## src/rtl/lsq_pkg.sv

```systemverilog
package lsq_pkg;
    // ==========================================================
    // Register map (APB byte addresses)
    localparam logic [7:0] CTRL_OFF     = 8'h00; // Control and commands
    localparam logic [7:0] STATUS_OFF   = 8'h04; // Run state, step index and valid flag
    localparam logic [7:0] LOAD_OFF     = 8'h08; // Step load window
    localparam logic [7:0] LEN_OFF      = 8'h0c; // List lengths
    localparam logic [7:0] DWELL_OFF    = 8'h10; // Dwell in milliseconds
    localparam logic [7:0] READ_IDX_OFF = 8'h14; // Readback index
    localparam logic [7:0] READ_OFF     = 8'h18; // Readback data
    localparam logic [7:0] LEN_SEL_OFF  = 8'h1c; // Selected channel length

    // ==========================================================
    // Control bit positions
    localparam int CTRL_PACED_BIT = 0;  // trigger_paced
    localparam int CTRL_HOLD_BIT  = 1;  // hold_last_step
    localparam int CTRL_START_BIT = 2;  // Start pulse
    localparam int CTRL_ABORT_BIT = 3;  // Abort pulse
    localparam int CTRL_RESET_BIT = 4;  // Reset lists pulse
    localparam int CTRL_TRIG_BIT  = 5;  // Software trigger

    // ==========================================================
    // Load word layout: [15:0] volts, [16] start flag, [17] end flag, [30:24] index
    localparam int LOAD_START_BIT = 16;
    localparam int LOAD_END_BIT   = 17;
    localparam int LOAD_IDX_LSB   = 24;

    // ==========================================================
    // Defaults and timing
    localparam logic [15:0] VOLT_MIN      = 16'h0000; // Minimum setpoint code
    localparam int          MAX_STEPS     = 100;
    localparam int          CLOCK_HZ      = 50_000_000;
    localparam int          MS_PER_S      = 1000;
    localparam int          CYC_PER_MS    = CLOCK_HZ / MS_PER_S;
    localparam int          DWELL_MIN_MS  = 10;       // 0.01 s
    localparam int          DWELL_MAX_MS  = 3_600_000; // 3600 s

    typedef enum logic [1:0] {LSQ_IDLE, LSQ_DWELL, LSQ_WAIT} lsq_state_t;
endpackage

```

## src/rtl/lsq_sequencer.sv

```systemverilog
// Overview of operation
// - Voltage list holds up to 100 setpoints
// - End-of-step flag list, up to 100
// - Pulse only for steps with flag set
// - Start flag pulses as dwell begins
// - Lengths match or equal one
// - Each load write sets one entry
// - Steps run in index order
// - Reset leaves one cleared flag each
// - List reset command leaves one minimum voltage entry
// - Length query returns entry counts
// - Flag readback gives zero or one
// - No channel given uses selected channel
// - Dwell-paced advances when dwell expires
// - Trigger-paced waits, ignores dwell triggers
// - Dwell 0.01 to 3600 s, 1 ms
// - Abort or no-hold restores prior setting
module lsq_sequencer #(
    parameter int STEPS  = 100,
    parameter int MS_CYC = lsq_pkg::CYC_PER_MS
) (
    // Clock and reset
    input  wire logic        clock,
    input  wire logic        reset,
    // APB slave
    input  wire logic        psel,
    input  wire logic        penable,
    input  wire logic        pwrite,
    input  wire logic [7:0]  paddr,
    input  wire logic [31:0] pwdata,
    output logic      [31:0] prdata,
    output logic             pready,
    output logic             pslverr,
    // Other inputs
    input  wire logic [15:0] idle_volt,
    input  wire logic        ext_trig,
    // Output and triggers
    output logic      [15:0] volt_out_ff,
    output logic             step_trig_ff,
    output logic             running_ff
);
    // ==========================================================
    // Elaboration checks; step counters are seven bits wide
    if (STEPS < 1 || STEPS > 127) begin : g_bad_steps
        $error("STEPS out of range");
    end
    // A zero-length millisecond would never tick
    if (MS_CYC < 1) begin : g_bad_ms
        $error("MS_CYC out of range");
    end

    // ==========================================================
    // List storage, one channel
    logic [15:0] volt_mem [STEPS];           // Voltage list
    logic [STEPS-1:0] start_flags_ff;        // step_start_trigger_list
    logic [STEPS-1:0] end_flags_ff;          // step_end_trigger_list
    logic [6:0]  vlen_ff, slen_ff, elen_ff;  // Stored lengths
    logic [21:0] dwell_ms_ff;                // Dwell in ms
    logic        paced_ff, hold_ff;          // trigger_paced, hold_last_step
    logic [6:0]  rd_idx_ff;                  // Readback index
    logic [31:0] prdata_ff;
    logic        pready_ff, pslverr_ff;

    // Synchronised external trigger
    // Only the second flop is read; the first may be metastable
    logic trig_m_ff, trig_s_ff;
    always_ff @(posedge clock) begin
        trig_m_ff <= reset ? 1'b0 : ext_trig;
        trig_s_ff <= reset ? 1'b0 : trig_m_ff;
    end

    // Bus decode; reads are captured at the first access edge so data stands with pready
    wire logic acc  = psel && penable && !pready_ff;
    // Writes take effect only at the edge where pready is seen high
    wire logic done = psel && penable && pready_ff;
    wire logic wr   = done && pwrite;
    wire logic [6:0] ld_idx = pwdata[lsq_pkg::LOAD_IDX_LSB +: 7];

    // Entry for a step; a single-entry list serves all steps
    function automatic logic [6:0] pick(input logic [6:0] len, input logic [6:0] i);
        pick = (len == 7'd1) ? 7'd0 : i;
    endfunction

    // Longest list length
    function automatic logic [6:0] max3(input logic [6:0] a, b, c);
        logic [6:0] m;
        m = (a > b) ? a : b;
        max3 = (m > c) ? m : c;
    endfunction

    wire logic [6:0] run_len = max3(vlen_ff, slen_ff, elen_ff);
    // Valid only with equal lengths or lengths of one
    wire logic valid = (vlen_ff == run_len || vlen_ff == 7'd1) &&
                       (slen_ff == run_len || slen_ff == 7'd1) &&
                       (elen_ff == run_len || elen_ff == 7'd1);
    wire logic dwell_ok = dwell_ms_ff >= 22'(lsq_pkg::DWELL_MIN_MS) &&
                          dwell_ms_ff <= 22'(lsq_pkg::DWELL_MAX_MS);

    wire logic cmd_start = wr && paddr == lsq_pkg::CTRL_OFF && pwdata[lsq_pkg::CTRL_START_BIT];
    wire logic cmd_abort = wr && paddr == lsq_pkg::CTRL_OFF && pwdata[lsq_pkg::CTRL_ABORT_BIT];
    wire logic cmd_rst   = wr && paddr == lsq_pkg::CTRL_OFF && pwdata[lsq_pkg::CTRL_RESET_BIT];
    wire logic sw_trig   = wr && paddr == lsq_pkg::CTRL_OFF && pwdata[lsq_pkg::CTRL_TRIG_BIT];
    wire logic any_trig  = sw_trig || trig_s_ff;

    // ==========================================================
    // List loading; each write sets the one entry at its index
    logic [6:0] nxt_vlen, nxt_slen, nxt_elen;
    always_comb begin
        nxt_vlen = vlen_ff;
        nxt_slen = slen_ff;
        nxt_elen = elen_ff;
        if (cmd_rst) begin
            nxt_vlen = 7'd1;
            nxt_slen = 7'd1;
            nxt_elen = 7'd1;
        end else if (wr && paddr == lsq_pkg::LEN_OFF) begin
            // Lengths set whole; zero or oversize refused
            if (pwdata[6:0] != 7'd0 && pwdata[6:0] <= 7'(STEPS)) nxt_vlen = pwdata[6:0];
            if (pwdata[14:8] != 7'd0 && pwdata[14:8] <= 7'(STEPS)) nxt_slen = pwdata[14:8];
            if (pwdata[22:16] != 7'd0 && pwdata[22:16] <= 7'(STEPS)) nxt_elen = pwdata[22:16];
        end
    end

    always_ff @(posedge clock) begin
        if (reset) begin
            vlen_ff <= 7'd1;
            slen_ff <= 7'd1;
            elen_ff <= 7'd1;
            start_flags_ff <= '0;
            end_flags_ff <= '0;
            dwell_ms_ff <= 22'(lsq_pkg::DWELL_MIN_MS);
            paced_ff <= 1'b0;
            hold_ff <= 1'b0;
            rd_idx_ff <= 7'd0;
        end else begin
            vlen_ff <= nxt_vlen;
            slen_ff <= nxt_slen;
            elen_ff <= nxt_elen;
            if (cmd_rst) begin
                start_flags_ff <= '0;
                end_flags_ff <= '0;
            end else if (wr && paddr == lsq_pkg::LOAD_OFF && ld_idx < 7'(STEPS)) begin
                // Entry index is the step number
                start_flags_ff[ld_idx] <= pwdata[lsq_pkg::LOAD_START_BIT];
                end_flags_ff[ld_idx] <= pwdata[lsq_pkg::LOAD_END_BIT];
            end
            if (wr && paddr == lsq_pkg::DWELL_OFF) dwell_ms_ff <= pwdata[21:0];
            if (wr && paddr == lsq_pkg::READ_IDX_OFF) rd_idx_ff <= pwdata[6:0];
            if (wr && paddr == lsq_pkg::CTRL_OFF) begin
                paced_ff <= pwdata[lsq_pkg::CTRL_PACED_BIT];
                hold_ff <= pwdata[lsq_pkg::CTRL_HOLD_BIT];
            end
        end
    end

    // Voltage memory, no reset on the array
    always_ff @(posedge clock) begin
        if (cmd_rst) volt_mem[0] <= lsq_pkg::VOLT_MIN;
        else if (wr && paddr == lsq_pkg::LOAD_OFF && ld_idx < 7'(STEPS))
            volt_mem[ld_idx] <= pwdata[15:0];
    end

    // ==========================================================
    // Step engine
    lsq_pkg::lsq_state_t state_ff, nxt_state;
    logic [6:0]  step_ff, nxt_step;
    logic [21:0] ms_ff, nxt_ms;
    logic [31:0] cyc_ff, nxt_cyc;
    logic [15:0] nxt_volt;
    logic        nxt_trig, nxt_run;
    logic        held_ff, nxt_held;      // Output kept at the last step

    wire logic ms_tick  = cyc_ff == 32'(MS_CYC - 1);
    wire logic dwell_end = ms_tick && (ms_ff + 22'd1 >= dwell_ms_ff);
    wire logic last_step = step_ff + 7'd1 >= run_len;
    wire logic end_flag  = end_flags_ff[pick(elen_ff, step_ff)];

    always_comb begin
        nxt_state = state_ff;
        nxt_step = step_ff;
        nxt_ms = ms_ff;
        nxt_cyc = cyc_ff;
        nxt_volt = volt_out_ff;
        nxt_trig = 1'b0;
        nxt_run = running_ff;
        nxt_held = held_ff;
        case (state_ff)
            lsq_pkg::LSQ_IDLE: begin
                // A held last step stays until the next start, abort or list reset
                if (!held_ff) nxt_volt = idle_volt;
                if (cmd_start && valid && dwell_ok) begin
                    nxt_state = lsq_pkg::LSQ_DWELL;
                    nxt_held = 1'b0;
                    nxt_step = 7'd0;
                    nxt_ms = '0;
                    nxt_cyc = '0;
                    nxt_run = 1'b1;
                    nxt_volt = volt_mem[pick(vlen_ff, 7'd0)];
                    nxt_trig = start_flags_ff[pick(slen_ff, 7'd0)];
                end
            end
            lsq_pkg::LSQ_DWELL: begin
                // Triggers here are ignored
                nxt_cyc = ms_tick ? 32'd0 : cyc_ff + 32'd1;
                nxt_ms = ms_tick ? ms_ff + 22'd1 : ms_ff;
                if (dwell_end) begin
                    nxt_trig = end_flag;
                    if (paced_ff && !last_step) nxt_state = lsq_pkg::LSQ_WAIT;
                    else if (last_step) begin
                        nxt_state = lsq_pkg::LSQ_IDLE;
                        nxt_run = 1'b0;
                        // Hold keeps the last setpoint as the new setting
                        nxt_held = hold_ff;
                        if (!hold_ff) nxt_volt = idle_volt;
                    end else begin
                        nxt_step = step_ff + 7'd1;
                        nxt_ms = '0;
                        nxt_cyc = '0;
                        nxt_volt = volt_mem[pick(vlen_ff, step_ff + 7'd1)];
                        nxt_trig = end_flag | start_flags_ff[pick(slen_ff, step_ff + 7'd1)];
                    end
                end
            end
            lsq_pkg::LSQ_WAIT: begin
                if (any_trig) begin
                    nxt_state = lsq_pkg::LSQ_DWELL;
                    nxt_step = step_ff + 7'd1;
                    nxt_ms = '0;
                    nxt_cyc = '0;
                    nxt_volt = volt_mem[pick(vlen_ff, step_ff + 7'd1)];
                    nxt_trig = start_flags_ff[pick(slen_ff, step_ff + 7'd1)];
                end
            end
            default: nxt_state = lsq_pkg::LSQ_IDLE;
        endcase
        // Abort wins and restores the saved setting
        if (cmd_abort || cmd_rst) begin
            nxt_state = lsq_pkg::LSQ_IDLE;
            nxt_run = 1'b0;
            nxt_volt = idle_volt;
            nxt_trig = 1'b0;
            nxt_held = 1'b0;
        end
    end

    always_ff @(posedge clock) begin
        if (reset) begin
            state_ff <= lsq_pkg::LSQ_IDLE;
            step_ff <= '0;
            ms_ff <= '0;
            cyc_ff <= '0;
            volt_out_ff <= lsq_pkg::VOLT_MIN;
            step_trig_ff <= 1'b0;
            running_ff <= 1'b0;
            held_ff <= 1'b0;
        end else begin
            state_ff <= nxt_state;
            step_ff <= nxt_step;
            ms_ff <= nxt_ms;
            cyc_ff <= nxt_cyc;
            volt_out_ff <= nxt_volt;
            step_trig_ff <= nxt_trig;
            running_ff <= nxt_run;
            held_ff <= nxt_held;
        end
    end

    // ==========================================================
    // APB read path; one wait state, unmapped reads zero with error
    logic [31:0] nxt_rd;
    logic        nxt_err;
    always_comb begin
        nxt_rd = '0;
        nxt_err = 1'b0;
        case (paddr)
            lsq_pkg::CTRL_OFF: nxt_rd = {30'd0, hold_ff, paced_ff};
            lsq_pkg::STATUS_OFF: nxt_rd = {16'd0, 1'b0, step_ff, 5'd0, valid,
                                          state_ff == lsq_pkg::LSQ_WAIT, running_ff};
            // Counts, not values
            lsq_pkg::LEN_OFF: nxt_rd = {9'd0, elen_ff, 1'b0, slen_ff, 1'b0, vlen_ff};
            lsq_pkg::LEN_SEL_OFF: nxt_rd = {25'd0, vlen_ff};
            lsq_pkg::DWELL_OFF: nxt_rd = {10'd0, dwell_ms_ff};
            lsq_pkg::READ_IDX_OFF: nxt_rd = {25'd0, rd_idx_ff};
            lsq_pkg::READ_OFF: if (rd_idx_ff < 7'(STEPS))
                // Flags read as 0 or 1 per step
                nxt_rd = {14'd0, end_flags_ff[rd_idx_ff], start_flags_ff[rd_idx_ff],
                          volt_mem[rd_idx_ff]};
            lsq_pkg::LOAD_OFF: nxt_rd = '0;
            default: nxt_err = 1'b1;
        endcase
    end

    always_ff @(posedge clock) begin
        if (reset) begin
            prdata_ff <= '0;
            pready_ff <= 1'b0;
            pslverr_ff <= 1'b0;
        end else begin
            pready_ff <= psel && penable && !pready_ff;
            prdata_ff <= (acc && !pwrite) ? nxt_rd : prdata_ff;
            pslverr_ff <= acc && nxt_err;
        end
    end
    assign prdata = prdata_ff;
    assign pready = pready_ff;
    assign pslverr = pslverr_ff;

    // ==========================================================
    // Checks
    a_reset_len_one: assert property (@(posedge clock) disable iff (reset)
        cmd_rst |=> vlen_ff == 7'd1 && slen_ff == 7'd1 && elen_ff == 7'd1)
        else $error("Lists not one entry after reset command");
    a_abort_restores: assert property (@(posedge clock) disable iff (reset)
        cmd_abort |=> !running_ff && volt_out_ff == $past(idle_volt))
        else $error("Abort did not restore output");
    a_hold_keeps: assert property (@(posedge clock) disable iff (reset)
        state_ff == lsq_pkg::LSQ_IDLE && held_ff && !cmd_start && !cmd_abort && !cmd_rst
        |=> $stable(volt_out_ff))
        else $error("Held setpoint changed while idle");
    a_wait_holds: assert property (@(posedge clock) disable iff (reset)
        state_ff == lsq_pkg::LSQ_WAIT && !any_trig && !cmd_abort && !cmd_rst
        |=> $stable(step_ff))
        else $error("Step advanced without trigger");
    a_start_trig: assert property (@(posedge clock) disable iff (reset)
        state_ff == lsq_pkg::LSQ_IDLE && cmd_start && valid && dwell_ok && !cmd_abort
        && !cmd_rst |=> step_trig_ff == start_flags_ff[pick(slen_ff, 7'd0)])
        else $error("Start trigger mismatch");
    a_trig_pulse: assert property (@(posedge clock) disable iff (reset)
        step_trig_ff |-> running_ff || $past(running_ff))
        else $error("Trigger outside list run");
    a_invalid_nostart: assert property (@(posedge clock) disable iff (reset)
        state_ff == lsq_pkg::LSQ_IDLE && !valid |=> !running_ff)
        else $error("Invalid list started");
    a_dwell_step: assert property (@(posedge clock) disable iff (reset)
        state_ff == lsq_pkg::LSQ_DWELL && dwell_end && !paced_ff && !last_step
        && !cmd_abort && !cmd_rst |=> step_ff == $past(step_ff) + 7'd1)
        else $error("Dwell-paced step not advanced");
    a_len_read: assert property (@(posedge clock) disable iff (reset)
        acc && !pwrite && paddr == lsq_pkg::LEN_SEL_OFF
        |=> prdata_ff == {25'd0, $past(vlen_ff)})
        else $error("Length readback wrong");
    // Main scenarios: pulses in a run, a paced wait, an abort, a held end
    c_run: cover property (@(posedge clock) running_ff && step_trig_ff);
    c_wait: cover property (@(posedge clock) state_ff == lsq_pkg::LSQ_WAIT && any_trig);
    c_abort: cover property (@(posedge clock) running_ff && cmd_abort);
    c_hold: cover property (@(posedge clock) held_ff && state_ff == lsq_pkg::LSQ_IDLE);
endmodule

```

## config.mk

```make
export PLATFORM = sky130hd
export DESIGN_NAME = lsq_sequencer
export DESIGN_NICKNAME = d
export VERILOG_FILES = /design/src/rtl/lsq_pkg.sv /design/src/rtl/lsq_sequencer.sv
export SDC_FILE = /design/constraint.sdc
export NUM_CORES = 2
export LEC_CHECK = 0
export BUFFER_PORTS_ARGS = -buffer_cell sky130_fd_sc_hd__clkbuf_2
export CORE_MARGIN = 3
export CORE_UTILIZATION = 51
export DETAILED_ROUTE_END_ITERATION = 10
export PLACE_DENSITY_LB_ADDON = 0.3
export RECOVER_POWER = 50
export SETUP_SLACK_MARGIN = 0.3
export SLEW_MARGIN = 10
export SYNTH_ARGS = -nofsm -noshare
export SYNTH_HDL_FRONTEND = slang
export SYNTH_SLANG_ARGS = --single-unit
export TNS_END_PERCENT = 30
```

## constraint.sdc

```tcl
create_clock -name clock -period 6.2 [get_ports clock]
set_clock_uncertainty 0.1 [all_clocks]
set_input_delay 0.31 -clock clock [delete_from_list [all_inputs] [get_ports clock]]
set_output_delay 0.31 -clock clock [all_outputs]
set_load 0.005 [all_outputs]
```

==> summary.txt <==
status -> finished with violations
failing checks -> design-rule violations, max-capacitance violations, max-slew violations
critical path class -> in -> reg
I/O pins -> 114
CP Launch Type -> input port
part of the cycle the worst path needs -> 0.953
CP max stage cell -> clkbuf_1
largest net degree at the start of global routing -> 222
routed wire length -> 362000 um
Yosys reg bits -> 1968
Tot GR Track Use -> 0.366
1st-iter DRT viols -> 13799
Setup WS pre-CTS -> -2.62 ps
Residual DRC -> 1
Placed Area -> 100000 um^2
worst min path class -> in -> reg
wire per inst -> 36.2 um
Hold Startpoint -> pwdata[30]
die height -> 440 um
GPL Wtd Cong -> 0.989
Critical Path RT -> 6550 ps
Clock Latency Late Sink -> 880 ps
Max-cap violations -> 24
hold_ws -> 61.1 ps
ys flop type -> edfxtp_1
Yosys cell types -> 90
Die ar. -> 193000 um^2
min Tclk post-route -> 5910 ps
post-synthesis instance total -> 7254
Slew Viols, Final -> 1264
Static Leakage -> 0.0377 uW
Synth Cell Area -> 96000 um^2
crit path cell chain -> dlygate4sd3_1, clkbuf_1, or4_1, nor2_1, and2_0, and3_1, clkbuf_1, nand3_1, nor2_1, clkbuf_1
Post-synth EDFFs -> 1600
Post-Layout Inst Area -> 108000 um^2
Reg2Reg Depth -> 25
post-synthesis sequential area ratio -> 0.577
CTS Buf Count -> 201
Synth warnings -> 0
Chip Width -> 440 um
measured slew at the worst slew-check pin -> 2930 ps
area grow syn2layout -> 12.0%
RSZ-0062 raised after global routing -> true
Slowest Stage Delay on Critical Path -> 1470 ps
setup TNS -> 0 ps
Via Count -> 73701
Achievable Freq -> 169 MHz
Clock Tree Root -> clkbuf_16
maximum vdd drop -> 0.000261 V
FFs w/ async S/R, synth -> 0
Worst path most repeated cell -> clkbuf_1
final setup margin -> 291 ps
CP endpoint kind -> register
WP data arrival -> 6260 ps
core area -> 186000 um^2
cell family with most CP delay -> buffers and inverters
Setup-failing EPs final -> 0
Crit path buffers/inverters -> 4
crit-path max FO -> 21
Port-buffer cells -> 102
drt via density -> 7.37
WHS Endpoint -> start_flags_ff[0]
Clock Pin Slew Worst Setup and Hold Paths -> 60 ps
CTS Buffer Depth -> 3
R2R Path End -> volt_out_ff[5]
Starting Density -> 0.516
total global routing overflow -> 0
Pwr Density -> 247 nW/um^2
Syn Area/Cell -> 13.2 um^2
share of cells above drive strength 1 -> 0.193
R2R Setup Slk -> 420 ps
worst hold stages -> 4
Detail Placement HPWL -> 227000 um
launching point of the worst reg2reg path -> slen_ff[6]
# clock sinks -> 1968
Worst slew margin -> -0.956
vias in the first global route -> 69592
final net count -> 7447
Antenna Violating Nets Remaining -> 0
first-pass GRT wire length -> 508000 um
DRT Pass-1 Iters -> 11
initial antenna violation count -> 30
Rows -> 158
# fillers -> 14574
Final Hold Viols -> 0
H-tree depth -> 4
TritonCTS clock tree -> built
-- worst reg2reg max path, stage by stage (launching register included) --
cell and delay (ps):
dfxtp_1 320, inv_1 40, ha_1 300, a21oi_1 250, o21ai_2 120, o22ai_4 290, buf_6 160, mux2_2 360
ha_1 310, nand3b_1 90, a21oi_2 240, nor2_4 80, or2_4 280, nor2_1 110, a21oi_1 60, ha_1 290
o2111ai_1 180, nor2_1 100, a211o_1 410, nor2_2 200, o2111ai_1 170, o31ai_2 180, inv_1 70, or2_1 320
and2_2 370, a22o_1 280
-- through the flow --
| step | std cells | util | power [uW] |
|---|---|---|---|
| 5_1_grt | 9982 | 0.577 | 27200 |
| 2_1_floorplan | 7262 | - | 14500 |
| 3_3_place_gp | 9546 | 0.539 | 14600 |
| 4_1_cts | 9970 | 0.578 | 26600 |
| 3_5_place_dp | 9546 | 0.539 | 14600 |
| 6_report | 9997 | 0.578 | 26600 |
-- final cells by class --
class                   instances  area [um^2]  area share
diodes                         17         42.5    0.000396
clock buffers                 250         5310      0.0493
flip-flops and latches       1968        55400       0.516
multi-input cells            4553        38000       0.354
repair buffers                490         3880      0.0361
inverters                     120          468     0.00435
well taps                    2480         3100      0.0289
clock inverters               119         1290      0.0120
-- logic make-up (layout without fill, tap and decap cells) --
group           Yosys count  after routing  share of synthesized area
flops                  1968           1968                      0.577
fa+ha+maj                51             51                    0.00665
xor+xnor                 76             76                    0.00693
mux                     986            986                      0.180
simple gates           1835           1835                     0.0855
buf+inv                 741            979                     0.0307
other cells               1             26                  0.0000391
compound gates         1596           1596                      0.113
-- state kept, by name (all words and copies together), names as in the netlist, 2 cells and up, named ones only --
| signal | flops |
|---|---|
| ms_ff | 22 |
| vlen_ff | 7 |
| step_ff | 7 |
| state_ff | 2 |
| start_flags_ff | 100 |
| elen_ff | 7 |
| prdata | 23 |
| end_flags_ff | 100 |
| rd_idx_ff | 7 |
| cyc_ff | 32 |
| dwell_ms_ff | 22 |
| volt_mem | 1600 |
| slen_ff | 7 |
| volt_out_ff | 16 |
-- repair_timing --
item,CTS,global route
endpoints found under the hold margin,104,0
hold buffers,52,0
pin swaps,1,5
buffers inserted,3,10
gates cloned,0,0
gates resized for setup,6,17
endpoints found under the setup margin,14,73
-- worst max-delay path by stage --
stage               start               to  slack (ps)  cells after the start
2_1_floorplan  slen_ff[4]  volt_out_ff[14]         660                     26
3_3_place_gp   slen_ff[6]   volt_out_ff[5]         -10                     24
3_5_place_dp   slen_ff[6]   volt_out_ff[5]          -3                     24
4_1_cts        slen_ff[6]       cyc_ff[31]         290                     19
5_1_grt          paddr[0]  volt_mem[51][9]         170                      9
6_report         paddr[0]  volt_mem[76][8]         290                     10
-- metal layers --
metal	up-vias	GRT usage	share of wire
li1	28956	-	-
met1	36400	0.472	0.34
met2	6837	0.531	0.43
met3	1488	0.137	0.16
met4	20	0.210	0.069
met5	-	0	0.00043
-- power by group --
group / leakage, uW / internal (uW) / switching, uW
Sequential: 0.0216 / 14100 / 9.42
Clock: 0.00320 / 6880 / 5400
Combinational: 0.0129 / 59.5 / 171
Total: 0.0377 / 21000 / 5580
-- cell usage in the layout, fill, tap and decap left out, drive strengths merged, types with 23 or more instances in the layout --
cell,Yosys,final
a31oi,105,105
a221o,34,34
inv,117,120
o22ai,130,130
nor4,43,43
and3,54,54
a211oi,161,161
nand4,53,53
dfxtp,368,368
buf,192,311
o22a,24,24
a21oi,357,357
mux2,47,47
nor3,85,85
clkbuf,429,377
nand3,165,165
nor2,386,386
or4,23,23
or3,43,43
o211ai,73,73
dlygate4sd3,0,52
mux2i,349,349
a221oi,162,162
ha,51,51
edfxtp,1600,1600
mux4,590,590
nand2b,29,29
and2,53,53
o21ai,263,263
a311oi,42,42
o221ai,40,40
clkinv,3,89
nand2,843,843
a22oi,55,55
xnor2,56,56
-- cells in the mapped netlist (all sizes together), types with 162 or more instances --
| library cell | n | area [um^2] |
|---|---|---|
| a21oi | 357 | 1800 |
| a221oi | 162 | 1420 |
| buf | 192 | 886 |
| clkbuf | 429 | 1610 |
| dfxtp | 368 | 7370 |
| edfxtp | 1600 | 48000 |
| mux2i | 349 | 3490 |
| mux4 | 590 | 13300 |
| nand2 | 843 | 3160 |
| nand3 | 165 | 826 |
| nor2 | 386 | 1460 |
| o21ai | 263 | 1320 |
Power figures use the tool's default switching activity.
